[config.mk]
export PLATFORM = sky130hd
export DESIGN_NAME = fpsc_cmd_port
export DESIGN_NICKNAME = d
export VERILOG_FILES = /design/src/rtl/fpsc_pkg.sv /design/src/rtl/fpsc_cmd_port.sv /design/src/rtl/fpsc_fifo.sv
export SDC_FILE = /design/constraint.sdc
export NUM_CORES = 1
export LEC_CHECK = 0
export BUFFER_PORTS_ARGS = -buffer_cell sky130_fd_sc_hd__buf_2
export CAP_MARGIN = 25
export CORE_MARGIN = 8
export CORE_UTILIZATION = 50
export CTS_CLUSTER_DIAMETER = 50
export DETAILED_ROUTE_END_ITERATION = 10
export PLACE_DENSITY = 0.67
export SYNTH_ARGS = -nofsm -noshare
export SYNTH_HDL_FRONTEND = slang
export SYNTH_SLANG_ARGS = --single-unit
[constraint.sdc]
create_clock -name clk -period 16.95 [get_ports clk]
set_clock_uncertainty 0.15 [all_clocks]
set_input_delay 0.8475 -clock clk [delete_from_list [all_inputs] [get_ports clk]]
set_output_delay 0.8475 -clock clk [all_outputs]
set_load 0.01 [all_outputs]
[src/rtl/fpsc_pkg.sv]
// Purpose: shared constants and types of the front-panel serial command port
// Assumes: 50 MHz core clock; serial pins arrive asynchronously
// Notes: command codes are sent most significant bit first
package fpsc_pkg;

   // --------------------------------------------------------------
   // timing
   // --------------------------------------------------------------
   localparam int CLK_PERIOD_NS = 20;
   localparam int BLANK_MAX_US = 50;
   // longest time, so rounded down
   localparam int BLANK_MAX_CYC = (BLANK_MAX_US * 1000) / CLK_PERIOD_NS;

   // --------------------------------------------------------------
   // frame layout
   // --------------------------------------------------------------
   localparam int CMD_BITS = 4;
   localparam int LCD_BITS = 40;
   localparam int LAMP_BITS = 1;
   localparam int FRAME_A_BITS = LCD_BITS + LAMP_BITS + CMD_BITS;
   localparam int FRAME_B_BITS = LCD_BITS + CMD_BITS;
   localparam int KEY_BITS = 30;
   localparam int FIFO_DEPTH = 8;

   // --------------------------------------------------------------
   // command codes, bit 3 is commandBitMsb, bit 0 commandBitLsb
   // --------------------------------------------------------------
   localparam logic [3:0] CMD_LOAD_A = 4'h2;
   localparam logic [3:0] CMD_LOAD_B = 4'h3;
   localparam logic [3:0] CMD_LOAD_A_KEY = 4'h6;
   localparam logic [3:0] CMD_LOAD_B_KEY = 4'h7;
   localparam logic [2:0] CMD_KEY_0 = 3'h2;
   localparam logic [2:0] CMD_KEY_1 = 3'h6;
   localparam logic [2:0] CMD_KEY_2 = 3'h7;

   typedef enum logic [0:0] {
      FPSC_ST_INPUT = 1'b0,
      FPSC_ST_OUTPUT = 1'b1
   } fpsc_state_t;

   // one display half as it travels through the frame buffer
   typedef struct packed {
      logic halfB;
      logic [LCD_BITS+LAMP_BITS-1:0] bits;
   } fpsc_frame_t;

endpackage
[src/rtl/fpsc_cmd_port.sv]
// Purpose: three-wire serial command port of a front-panel controller
// Assumes: serial clock, data, load strobe and blank are asynchronous pins
// Notes: display halves leave through an 8-word frame buffer
// Function
// RULE1: in input status sample data on each serial clock rise; reset into input.
// RULE2: load strobe rise takes last four shifted bits as command, msb first.
// RULE3: 0010/0011 load half A/B; 0110/0111 load the half and arm key output.
// RULE4: 010x, 110x, 111x select key output only, no display load.
// RULE5: any other command pattern does nothing.
// RULE6: host loads display data at least once before asking for keys.
// RULE7: strobe with no data shifted in is ignored.
// RULE8: output status only after a key command; data changes on clock rise.
// RULE9: strobe enters output status, next strobe returns to input status.
// RULE10: host keeps serial clock at or below 43 kHz; the bench host runs it at 6.25 MHz when sending.
// RULE11: blank change during valid period applied within 50 us.
// RULE12: blank change during invalid period waits until valid period begins.
// RULE13: scan-done high at scan end, low at next strobe rise.
// RULE14: key output is 30 bits, 1 means pressed.
// RULE15: half A frame 45 bits with lamp bit, half B 44 bits.
// RULE16: data line released on strobe rise returning to input status.
`timescale 1ns/1ps
`default_nettype none
module fpsc_cmd_port
   import fpsc_pkg::*;
#(
   parameter int KEYS = KEY_BITS
) (
   input wire logic clk,
   input wire logic rst,
   input wire logic serClkPin,
   input wire logic serDataIn,
   output logic serDataOut,
   output logic serDataOe_n,
   input wire logic loadPin,
   input wire logic blankPin,
   output logic keyScanStart,
   input wire logic keyScanDone,
   input wire logic [KEYS-1:0] keyState,
   output logic scanDoneFlag,
   output fpsc_frame_t dispFrame,
   output logic dispFrameValid,
   input wire logic dispReady,
   output logic dispBlank,
   output logic frameBufReady
);

   // --------------------------------------------------------------
   // pin synchronisers
   // --------------------------------------------------------------
   logic [3:0] meta_q;
   logic [3:0] sync_q;
   logic serClkOld_q;
   logic loadOld_q;

   always_ff @(posedge clk) begin
      if (rst) begin
         meta_q <= 4'h0;
         sync_q <= 4'h0;
         serClkOld_q <= 1'b0;
         loadOld_q <= 1'b0;
      end else begin
         meta_q <= {blankPin, loadPin, serDataIn, serClkPin};
         sync_q <= meta_q;
         serClkOld_q <= sync_q[0];
         loadOld_q <= sync_q[2];
      end
   end

   logic clkRise;
   logic loadRise;
   logic dataBit;
   logic blankLvl;
   assign clkRise = sync_q[0] && !serClkOld_q;
   assign loadRise = sync_q[2] && !loadOld_q;
   assign dataBit = sync_q[1];
   assign blankLvl = sync_q[3];

   // --------------------------------------------------------------
   // input shifter
   // --------------------------------------------------------------
   fpsc_state_t state_q;
   logic [FRAME_A_BITS-1:0] shift_q;
   logic [5:0] bitCount_q;

   always_ff @(posedge clk) begin
      if (rst) begin
         shift_q <= '0;
         bitCount_q <= 6'h00;
      end else if (loadRise) begin
         bitCount_q <= 6'h00;
      end else if (clkRise && state_q == FPSC_ST_INPUT) begin
         shift_q <= {shift_q[FRAME_A_BITS-2:0], dataBit}; // RULE1
         if (bitCount_q != 6'h3f) begin
            bitCount_q <= bitCount_q + 6'h01;
         end
      end
   end

   // --------------------------------------------------------------
   // command decode
   // --------------------------------------------------------------
   logic [3:0] cmd;
   logic haveCmd;
   logic isLoadA;
   logic isLoadB;
   logic isKey;
   logic cmdTaken;

   assign cmd = shift_q[CMD_BITS-1:0]; // RULE2
   // fewer than a command's worth of bits counts as no data at all
   assign haveCmd = bitCount_q >= 6'(CMD_BITS); // RULE7
   assign isLoadA = (cmd == CMD_LOAD_A || cmd == CMD_LOAD_A_KEY) // RULE3
                    && bitCount_q >= 6'(FRAME_A_BITS); // RULE15
   assign isLoadB = (cmd == CMD_LOAD_B || cmd == CMD_LOAD_B_KEY) // RULE3
                    && bitCount_q >= 6'(FRAME_B_BITS); // RULE15
   assign isKey = cmd == CMD_LOAD_A_KEY || cmd == CMD_LOAD_B_KEY // RULE3
                  || cmd[3:1] == CMD_KEY_0 || cmd[3:1] == CMD_KEY_1
                  || cmd[3:1] == CMD_KEY_2; // RULE4 RULE5
   assign cmdTaken = loadRise && state_q == FPSC_ST_INPUT && haveCmd;

   // --------------------------------------------------------------
   // frame buffer toward the display
   // --------------------------------------------------------------
   fpsc_frame_t newFrame;
   logic pushFrame;

   always_comb begin
      newFrame.halfB = isLoadB;
      // half B has no lamp bit; the lamp position reads zero
      newFrame.bits = isLoadB ? {shift_q[FRAME_B_BITS-1:CMD_BITS], 1'b0}
                              : shift_q[FRAME_A_BITS-1:CMD_BITS];
   end

   // a full buffer drops the display part; key part still proceeds
   assign pushFrame = cmdTaken && (isLoadA || isLoadB);

   fpsc_fifo #(
      .WIDTH($bits(fpsc_frame_t)),
      .DEPTH(FIFO_DEPTH)
   ) u_frameBuf (
      .clk(clk),
      .rst(rst),
      .inValid(pushFrame),
      .inReady(frameBufReady),
      .inData(newFrame),
      .outValid(dispFrameValid),
      .outReady(dispReady),
      .outData(dispFrame)
   );

   // --------------------------------------------------------------
   // input / output status
   // --------------------------------------------------------------
   always_ff @(posedge clk) begin
      if (rst) begin
         state_q <= FPSC_ST_INPUT; // RULE1
      end else if (loadRise) begin
         unique case (state_q)
            FPSC_ST_INPUT: begin
               if (cmdTaken && isKey) begin
                  state_q <= FPSC_ST_OUTPUT; // RULE8 RULE9
               end
            end
            FPSC_ST_OUTPUT: begin
               state_q <= FPSC_ST_INPUT; // RULE9
            end
         endcase
      end
   end

   always_ff @(posedge clk) begin
      if (rst) begin
         keyScanStart <= 1'b0;
      end else begin
         keyScanStart <= cmdTaken && isKey;
      end
   end

   // --------------------------------------------------------------
   // key readout
   // --------------------------------------------------------------
   logic [KEYS-1:0] keyShift_q;

   always_ff @(posedge clk) begin
      if (rst) begin
         keyShift_q <= '0;
         serDataOut <= 1'b0;
      end else if (keyScanDone) begin
         keyShift_q <= keyState; // RULE14
      end else if (clkRise && state_q == FPSC_ST_OUTPUT) begin
         serDataOut <= keyShift_q[KEYS-1]; // RULE8
         keyShift_q <= {keyShift_q[KEYS-2:0], 1'b0};
      end
   end

   always_ff @(posedge clk) begin
      if (rst) begin
         serDataOe_n <= 1'b1;
      end else if (loadRise && state_q == FPSC_ST_OUTPUT) begin
         serDataOe_n <= 1'b1; // RULE16
      end else if (cmdTaken && isKey) begin
         serDataOe_n <= 1'b0;
      end
   end

   // scan end wins over a strobe in the same cycle
   always_ff @(posedge clk) begin
      if (rst) begin
         scanDoneFlag <= 1'b0;
      end else if (keyScanDone) begin
         scanDoneFlag <= 1'b1; // RULE13
      end else if (loadRise) begin
         scanDoneFlag <= 1'b0; // RULE13
      end
   end

   // --------------------------------------------------------------
   // blanking
   // --------------------------------------------------------------
   logic blankValid;
   logic blankApplied_q;
   logic shownOnce_q;

   // a frame in flight or a readout is the invalid period
   assign blankValid = state_q == FPSC_ST_INPUT && bitCount_q == 6'h00;

   always_ff @(posedge clk) begin
      if (rst) begin
         blankApplied_q <= 1'b1;
      end else if (blankValid) begin
         blankApplied_q <= blankLvl; // RULE11 RULE12
      end
   end

   // display stays dark until the first half has been loaded
   always_ff @(posedge clk) begin
      if (rst) begin
         shownOnce_q <= 1'b0;
      end else if (pushFrame && frameBufReady) begin
         shownOnce_q <= 1'b1;
      end
   end

   assign dispBlank = blankApplied_q || !shownOnce_q;

   // --------------------------------------------------------------
   // checks
   // --------------------------------------------------------------
   logic [15:0] blankWait_q;

   always_ff @(posedge clk) begin
      if (rst || !blankValid || blankApplied_q == blankLvl) begin
         blankWait_q <= 16'h0000;
      end else begin
         blankWait_q <= blankWait_q + 16'h0001;
      end
   end

   chk_blank_delay: assert property (@(posedge clk) disable iff (rst) // RULE11
      blankWait_q < 16'(BLANK_MAX_CYC)) else $error("blank change applied too late");

   chk_blank_hold: assert property (@(posedge clk) disable iff (rst) // RULE12
      !blankValid |=> $stable(blankApplied_q)) else $error("blank changed while invalid");

   chk_out_entry: assert property (@(posedge clk) disable iff (rst) // RULE8
      $rose(state_q) |-> $past(cmdTaken) && $past(isKey))
      else $error("output status without key command");

   chk_out_return: assert property (@(posedge clk) disable iff (rst) // RULE9
      state_q == FPSC_ST_OUTPUT && loadRise |=> state_q == FPSC_ST_INPUT && serDataOe_n)
      else $error("strobe did not end readout");

   chk_release_line: assert property (@(posedge clk) disable iff (rst) // RULE16
      state_q == FPSC_ST_INPUT && !(cmdTaken && isKey) |=> serDataOe_n)
      else $error("data line driven in input status");

   chk_short_ignore: assert property (@(posedge clk) disable iff (rst) // RULE7
      loadRise && bitCount_q < 6'(CMD_BITS) && state_q == FPSC_ST_INPUT
      |=> state_q == FPSC_ST_INPUT && !keyScanStart) else $error("empty strobe acted");

   chk_bad_code: assert property (@(posedge clk) disable iff (rst) // RULE5
      cmdTaken && cmd inside {4'h0, 4'h1, 4'h8, 4'h9, 4'ha, 4'hb} |-> !pushFrame
      ##1 !keyScanStart && state_q == FPSC_ST_INPUT) else $error("prohibited code acted");

   chk_half_a: assert property (@(posedge clk) disable iff (rst) // RULE3
      cmdTaken && cmd == CMD_LOAD_A && bitCount_q >= 6'(FRAME_A_BITS)
      |-> pushFrame && !newFrame.halfB) else $error("half A not loaded");

   chk_scan_flag: assert property (@(posedge clk) disable iff (rst) // RULE13
      keyScanDone || (scanDoneFlag && !loadRise) |=> scanDoneFlag)
      else $error("scan-done flag wrong");
   chk_scan_clear: assert property (@(posedge clk) disable iff (rst) // RULE13
      loadRise && !keyScanDone |=> !scanDoneFlag) else $error("scan-done flag not cleared");

   chk_sample_edge: assert property (@(posedge clk) disable iff (rst) // RULE1
      clkRise && state_q == FPSC_ST_INPUT && !loadRise |=> shift_q[0] == $past(dataBit))
      else $error("input bit not sampled");

endmodule
`default_nettype wire

[src/rtl/fpsc_fifo.sv]
// Purpose: small synchronous FIFO with valid/ready on both sides
// Assumes: single clock, DEPTH a power of two
// Notes: full and empty come from pointers carrying one extra wrap bit
`timescale 1ns/1ps
`default_nettype none
module fpsc_fifo #(
   parameter int WIDTH = 8,
   parameter int DEPTH = 8
) (
   input wire logic clk,
   input wire logic rst,
   input wire logic inValid,
   output logic inReady,
   input wire logic [WIDTH-1:0] inData,
   output logic outValid,
   input wire logic outReady,
   output logic [WIDTH-1:0] outData
);
   localparam int AW = $clog2(DEPTH);

   logic [WIDTH-1:0] mem [DEPTH];
   logic [AW:0] wrPtr_q;
   logic [AW:0] rdPtr_q;

   assign inReady = (wrPtr_q[AW-1:0] != rdPtr_q[AW-1:0]) || (wrPtr_q[AW] == rdPtr_q[AW]);
   assign outValid = wrPtr_q != rdPtr_q;
   assign outData = mem[rdPtr_q[AW-1:0]];

   always_ff @(posedge clk) begin
      if (inValid && inReady) begin
         mem[wrPtr_q[AW-1:0]] <= inData;
      end
   end

   always_ff @(posedge clk) begin
      if (rst) begin
         wrPtr_q <= '0;
      end else if (inValid && inReady) begin
         wrPtr_q <= wrPtr_q + (AW+1)'(1);
      end
   end

   always_ff @(posedge clk) begin
      if (rst) begin
         rdPtr_q <= '0;
      end else if (outValid && outReady) begin
         rdPtr_q <= rdPtr_q + (AW+1)'(1);
      end
   end

endmodule
`default_nettype wire

==> impl_results.md, run 1 <==
- Cts repair resizes: 0
- Fin crit period: 4.377 ns
- Crit share post-route: 0.2582
- Unique masters post-synth: 38
- Worst-Skew Late Latency: 0.54 ns
- Slew @ Worst Pin: 0.9844 ns
- Synthesized area: 17360 µm²
- Final Max Tran Viols: 0
- Via count: 8944
- CORE AREA: 34370 µm²
- Top-level I/O count: 87
- Post CTS Setup Buffer Count: 0
- Buf+Inv Stages, Crit Path: 2
- Most area-hungry cell type in the Yosys netlist: edfxtp_1
- Leak: 6.735 nW
- Residual DRC: 0
- Main combinational cell family by area after synthesis: multiplexers
- WL/cell: 20.42 µm
- Nets: 1180
- Post-Syn Instances: 1047
- # port buffers: 86
- H-tree Lvls: 2
- Vias in the first global route: 9271
- Worst path slowest cell: dfxtp_4
- Initial DRC count: 534
- Element type at the critical path start: flip-flop
- Ant diodes: 0
- Initial core utilization: 0.5051
- Hold Vio Cnt, Final: 0
- Clock slew seen by the registers of the worst setup and hold paths: 0.06 ns
- Required @ worst endpoint: 15.95 ns
- Final setup fails: 0
- Clk sinks: 445
- Worst slew margin: 0.3437
- Largest net degree at the start of global routing: 106
- Crit path DAT: 3.38 ns
- Most common cell after layout, fill and taps aside: edfxtp_1
- Peak supply drop: 0.00007376 V
- Peak Freq: 0.2285 GHz
- Worst hold path type: reg2reg
- Mapped Nets: 1091
- Synth warn: 0
- Power per Cell Area: 109.0 nW/µm²
- Pre-antenna DRT Iters: 5
- Gpl congestion: 0.7165
- Row count: 68
- Commonest cells after routing, fill and taps aside: edfxtp_1 (336), dfxtp_1 (106), nand2_1 (99)
- Post-Synth XOR/XNOR Area: 0.005549
- Grt total ovfl: 0
- RSZ-0062 raised after global routing: false
- Total track usage: 0.1611
- CTS Buf Count: 46
- MaxCap Viol Count: 0
- Fin util: 0.5764
- Setup TNS: 0 ns
- TritonCTS clock tree: done
- Status: completed
- Register bit count reported by yosys: 445
- Die ar.: 40940 µm²
- Post-DP HPWL: 17960 µm
- Synth top area share: 0.5811
- Die X: 202.3 µm
- Clock Root Buffer: clkbuf_16
- Die height: 202.3 µm
- Crit-path max FO: 43
- CTS hold repair buffers: 0
- Bufs on Longest Clock Path: 3
- Post-synthesis mux area share: 0.1820
- DRT antenna net count: 0
- Synth top area cells: edfxtp_1 (58%), dfxtp_1 (13%), mux4_2 (11%)
- Post-Place Worst Slack: 13.03 ns
- Post-synthesis simple-gate area fraction: 0.05895
- Critical path's top delay family: buffers and inverters
- Worst path max stage delay: 0.95 ns
- Synth Area in Compound Gates: 0.02695
- Synth Area in Adders: 0.004324
- Fin cells: 1627
- Layout cells sized above 1: 0.3046
- Crit. End Element: output port
- Final worst setup slack: 12.57 ns
- Fin Hold WS: 0.2827 ns
- Routed vias/inst: 5.497
- Critical path cell sequence: buf_4, mux4_2, mux2_2, buf_2
- Placed cells: 1541
- Final WL: 33220 µm
- First-pass GRT wire length: 51940 µm
- Average cell area after synthesis: 16.58 µm²
- Initial antenna violation count: 0
- Area grow syn2layout: 14.11%
- CP Class: reg2out
- Sequential share of the synthesized area: 0.7068
-- Yosys cell counts (all sizes together) --
cell type    n
and2         1
buf         26
nand4b       1
or4          1
edfxtp     336
inv          5
a221o        1
a211oi       1
ha           6
mux2        85
or2          1
nor2        80
xor2         6
nand2      100
a21oi       82
nand3b       2
and4b        2
nand3        3
or3b         1
nor3         4
nand2b       6
o21ai        4
nand4        3
clkbuf      35
a31oi        1
nor2b       14
or3          2
dfxtp      109
o31ai        1
nor4b        3
xnor2        5
mux4        84
and3         3
mux2i       31
nor4         2
-- worst paths after layout --
path / end / cells past startpoint / startpoint / slack (ns)
worst max-delay path: dispFrame[7] / 4 / flip-flop / 12.57
worst min-delay path: sync_q[0] / 1 / meta_q[0] / 0.28
worst max register to register: u_frameBuf.mem[2][31] / 6 / u_frameBuf.wrPtr_q[0] / 13.42
worst min register to register: sync_q[0] / 1 / meta_q[0] / 0.28
-- metal layers --
metal	wire (µm)	GRT usage	share of wire	vias up
met5	0	0	0	-
met4	563	0.03833	0.017	0
met3	2005	0.03506	0.060	43
met2	16170	0.2670	0.49	224
met1	14480	0.2153	0.44	4505
li1	-	-	-	4172
-- registers in the layout (all words and copies together) (netlist names), named ones only --
name                cells
sync_q                  4
serDataOut              1
serDataOe_n             1
state_q                 1
bitCount_q              6
meta_q                  4
shownOnce_q             1
u_frameBuf.mem        336
u_frameBuf.rdPtr_q      4
loadOld_q               1
scanDoneFlag            1
shift_q                45
keyScanStart            1
u_frameBuf.wrPtr_q      4
blankApplied_q          1
keyShift_q             30
serClkOld_q             1
-- per-stage QoR --
step                cell area, µm²  total power, W
finish                       19810        0.002160
CTS                          19770        0.002180
detailed placement           18300        0.001212
floorplan                    17360        0.001204
global route                 19810        0.002225
global placement             18280        0.001212
-- kinds of logic (layout without fill, tap and decap cells) --
kind of cell | after synthesis | in the layout
DFF | 445 | 445
and+or+nand+nor | 229 | 229
AOI/OAI and AO/OA | 90 | 90
adders and majority gates | 6 | 6
xor gates and xnor gates | 11 | 11
buffers and inverters | 66 | 191
muxes | 200 | 200
-- worst reg2reg max path: cells and delay by family, from the launching register on --
kind / cells / cell delay, ns
XOR/XNOR: 1 / 0.15
AND/OR/NAND/NOR: 4 / 1.54
buffers and inverters: 1 / 0.65
flip-flops: 1 / 0.65
-- report_power, final --
group          total (W)  internal [W]  switching (W)
clock network   0.000970      0.000569       0.000402
logic          0.0000261     0.0000102      0.0000159
registers        0.00116       0.00116     0.00000257
total            0.00216       0.00174       0.000420
-- final cells by class --
cell class	instances	area (µm²)
clock buffers	59	1246
clock inverters	25	230.2
fillers	2639	14560
inverters	5	18.77
multi-input cells	536	4877
flip-flops and latches	445	12280
well taps	455	569.3
repair buffers	102	589.3
Power figures use the tool's default switching activity.
==> inputs of run 2 (changes only) <==
--- a/config.mk
+++ b/config.mk
@@ -11,7 +11,7 @@
 export CORE_UTILIZATION = 50
 export CTS_CLUSTER_DIAMETER = 50
 export DETAILED_ROUTE_END_ITERATION = 10
-export PLACE_DENSITY = 0.67
+export PLACE_DENSITY = 0.7
 export SYNTH_ARGS = -nofsm -noshare
 export SYNTH_HDL_FRONTEND = slang
 export SYNTH_SLANG_ARGS = --single-unit
==> constraint.sdc (replaced) <==
create_clock -name clk -period 3.7 [get_ports clk]
set_clock_uncertainty 0.15 [all_clocks]
set_input_delay 0.185 -clock clk [delete_from_list [all_inputs] [get_ports clk]]
set_output_delay 0.185 -clock clk [all_outputs]
set_load 0.01 [all_outputs]
==> impl_results.md, run 2 (synthesized netlist as in run 1, its figures left out) <==
- Status: completed
- Power per Cell Area: 481.8 nW/µm²
- Commonest cells after routing, fill and taps aside: edfxtp_1 (336), dfxtp_1 (106), nand2_1 (99)
- Die X: 202.3 µm
- Nets: 1221
- Via count: 9179
- Total track usage: 0.1635
- Top-level I/O count: 87
- Slew @ Worst Pin: 1.002 ns
- Routed vias/inst: 5.510
- Post CTS Setup Buffer Count: 0
- Crit. End Element: flip-flop
- Fin util: 0.5873
- Die height: 202.3 µm
- Pre-antenna DRT Iters: 5
- Largest register FFs: 336
- DRT antenna net count: 0
- Fill count: 2557
- TritonCTS clock tree: done
- Setup TNS: 0 ns
- Fin Hold WS: 0.2398 ns
- Worst hold path type: in2reg
- Row count: 68
- Crit-path max FO: 26
- Crit path DAT: 2.99 ns
- Largest net degree at the start of global routing: 106
- Peak Freq: 0.3388 GHz
- Cell area after layout: 20190 µm²
- Clock slew seen by the registers of the worst setup and hold paths: 0.06 ns
- Post-DP HPWL: 19310 µm
- Die ar.: 40940 µm²
- Vias in the first global route: 9578
- Residual DRC: 0
- R2R depth: 6
- Fin crit period: 2.952 ns
- Ant diodes: 0
- CP Class: reg2reg
- Worst-Skew Late Latency: 0.54 ns
- Clk sinks: 445
- Worst setup path startpoint: u_frameBuf.wrPtr_q[0]
- Initial core utilization: 0.5051
- Initial antenna violation count: 0
- Area grow syn2layout: 16.28%
- Top Layer Used: met4
- Final worst setup slack: 0.7481 ns
- CORE AREA: 34370 µm²
- Final Max Tran Viols: 0
- Initial DRC count: 500
- Final WL: 33320 µm
- Clock Root Buffer: clkbuf_16
- Grt total ovfl: 0
- Worst slew margin: 0.3322
- Required @ worst endpoint: 3.74 ns
- Hold Vio Cnt, Final: 0
- Placed cell area: 18430 µm²
- Peak supply drop: 0.0002885 V
- Metal2 WL: 16270 µm
- Wire length on met1: 14720 µm
- Element type at the critical path start: flip-flop
- Post-Place Worst Slack: 0.7449 ns
- Leak: 6.900 nW
- R2R Path Start: u_frameBuf.wrPtr_q[0]
- Layout cells sized above 1: 0.2940
- Most common cell after layout, fill and taps aside: edfxtp_1
- Worst setup path end: u_frameBuf.mem[2][9]
- Bufs on Longest Clock Path: 3
- Crit share post-route: 0.7978
- Met3 wire length: 1683 µm
- R2R Setup Slk: 0.75 ns
- MaxCap Viol Count: 0
- First-pass GRT wire length: 53540 µm
- Gpl congestion: 0.7066
- FF-to-FF End: u_frameBuf.mem[2][9]
- WL/cell: 20.00 µm
- Final setup fails: 0
- # port buffers: 86
- RSZ-0062 raised after global routing: false
- H-tree Lvls: 2
- CTS Buf Count: 45
## run 2: cell count changes in the layout (fill, tap and decap cells not counted), moves of 2 or more
cell | previous run | this run
dlygate4sd3_1 | 0 | 36
buf_12 | 1 | 8
clkinv_2 | 5 | 10
clkbuf_1 | 8 | 12
clkinvlp_4 | 4 | 0
and4b_2 | 0 | 2
and4b_4 | 2 | 0
clkbuf_16 | 47 | 45
clkinv_4 | 2 | 0
## run 2: area by class of cell
| type | instances | area (µm²) | share of cell area |
|---|---|---|---|
| Multi-Input combinational cell | 536 | 4887 | 0.2421 |
| Inverter | 5 | 18.77 | 0.0009297 |
| Tap cell | 455 | 569.3 | 0.02820 |
| Clock inverter | 21 | 161.4 | 0.007995 |
| Sequential cell | 445 | 12280 | 0.6083 |
| Timing Repair Buffer | 144 | 1059 | 0.05243 |
| Clock buffer | 60 | 1212 | 0.06006 |
## run 2: through the flow
step | std cells | power, W
after floorplan | 1047 | 0.005516
after global placement | 1548 | 0.005552
after detailed placement | 1548 | 0.005553
after CTS | 1664 | 0.009807
after global routing | 1666 | 0.01002
final | 1666 | 0.009726
## run 2: critical path: stages (launching register included)
cell and delay [ns]:
dfxtp_1 0.71, xnor2_1 0.17, nand4_1 0.15, nand3_1 0.18, or2_1 0.49, nor4b_4 0.31
buf_4 0.43
## run 2: how the worst min path moves through the flow
| stage | from | to | slack (ns) | cells past startpoint |
|---|---|---|---|---|
| 2_1_floorplan | serClkPin | meta_q[0] | 0.16 | 1 |
| 3_3_place_gp | serClkPin | meta_q[0] | 0.25 | 2 |
| 3_5_place_dp | serDataIn | meta_q[1] | 0.25 | 2 |
| 4_1_cts | rst | scanDoneFlag | 0.17 | 2 |
| 5_1_grt | blankPin | meta_q[3] | 0.25 | 3 |
| 6_report | serDataIn | meta_q[1] | 0.24 | 3 |
## run 2: where the power goes
group	switching, W	internal, W
Sequential	0.0000122	0.00532
Combinational	0.0000776	0.0000706
Clock	0.00180	0.00244
## run 2: what timing repair did
item	4_1_cts	5_1_grt
gates resized for setup	0	0
hold endpoints to repair	40	7
hold buffers	35	1
## run 2: per-layer routing
| layer | up-vias | GRT usage |
|---|---|---|
| met3 | 55 | 0.03170 |
| li1 | 4245 | - |
| met2 | 197 | 0.2699 |
| met1 | 4682 | 0.2210 |
| met4 | 0 | 0.04196 |
| met5 | - | 0 |
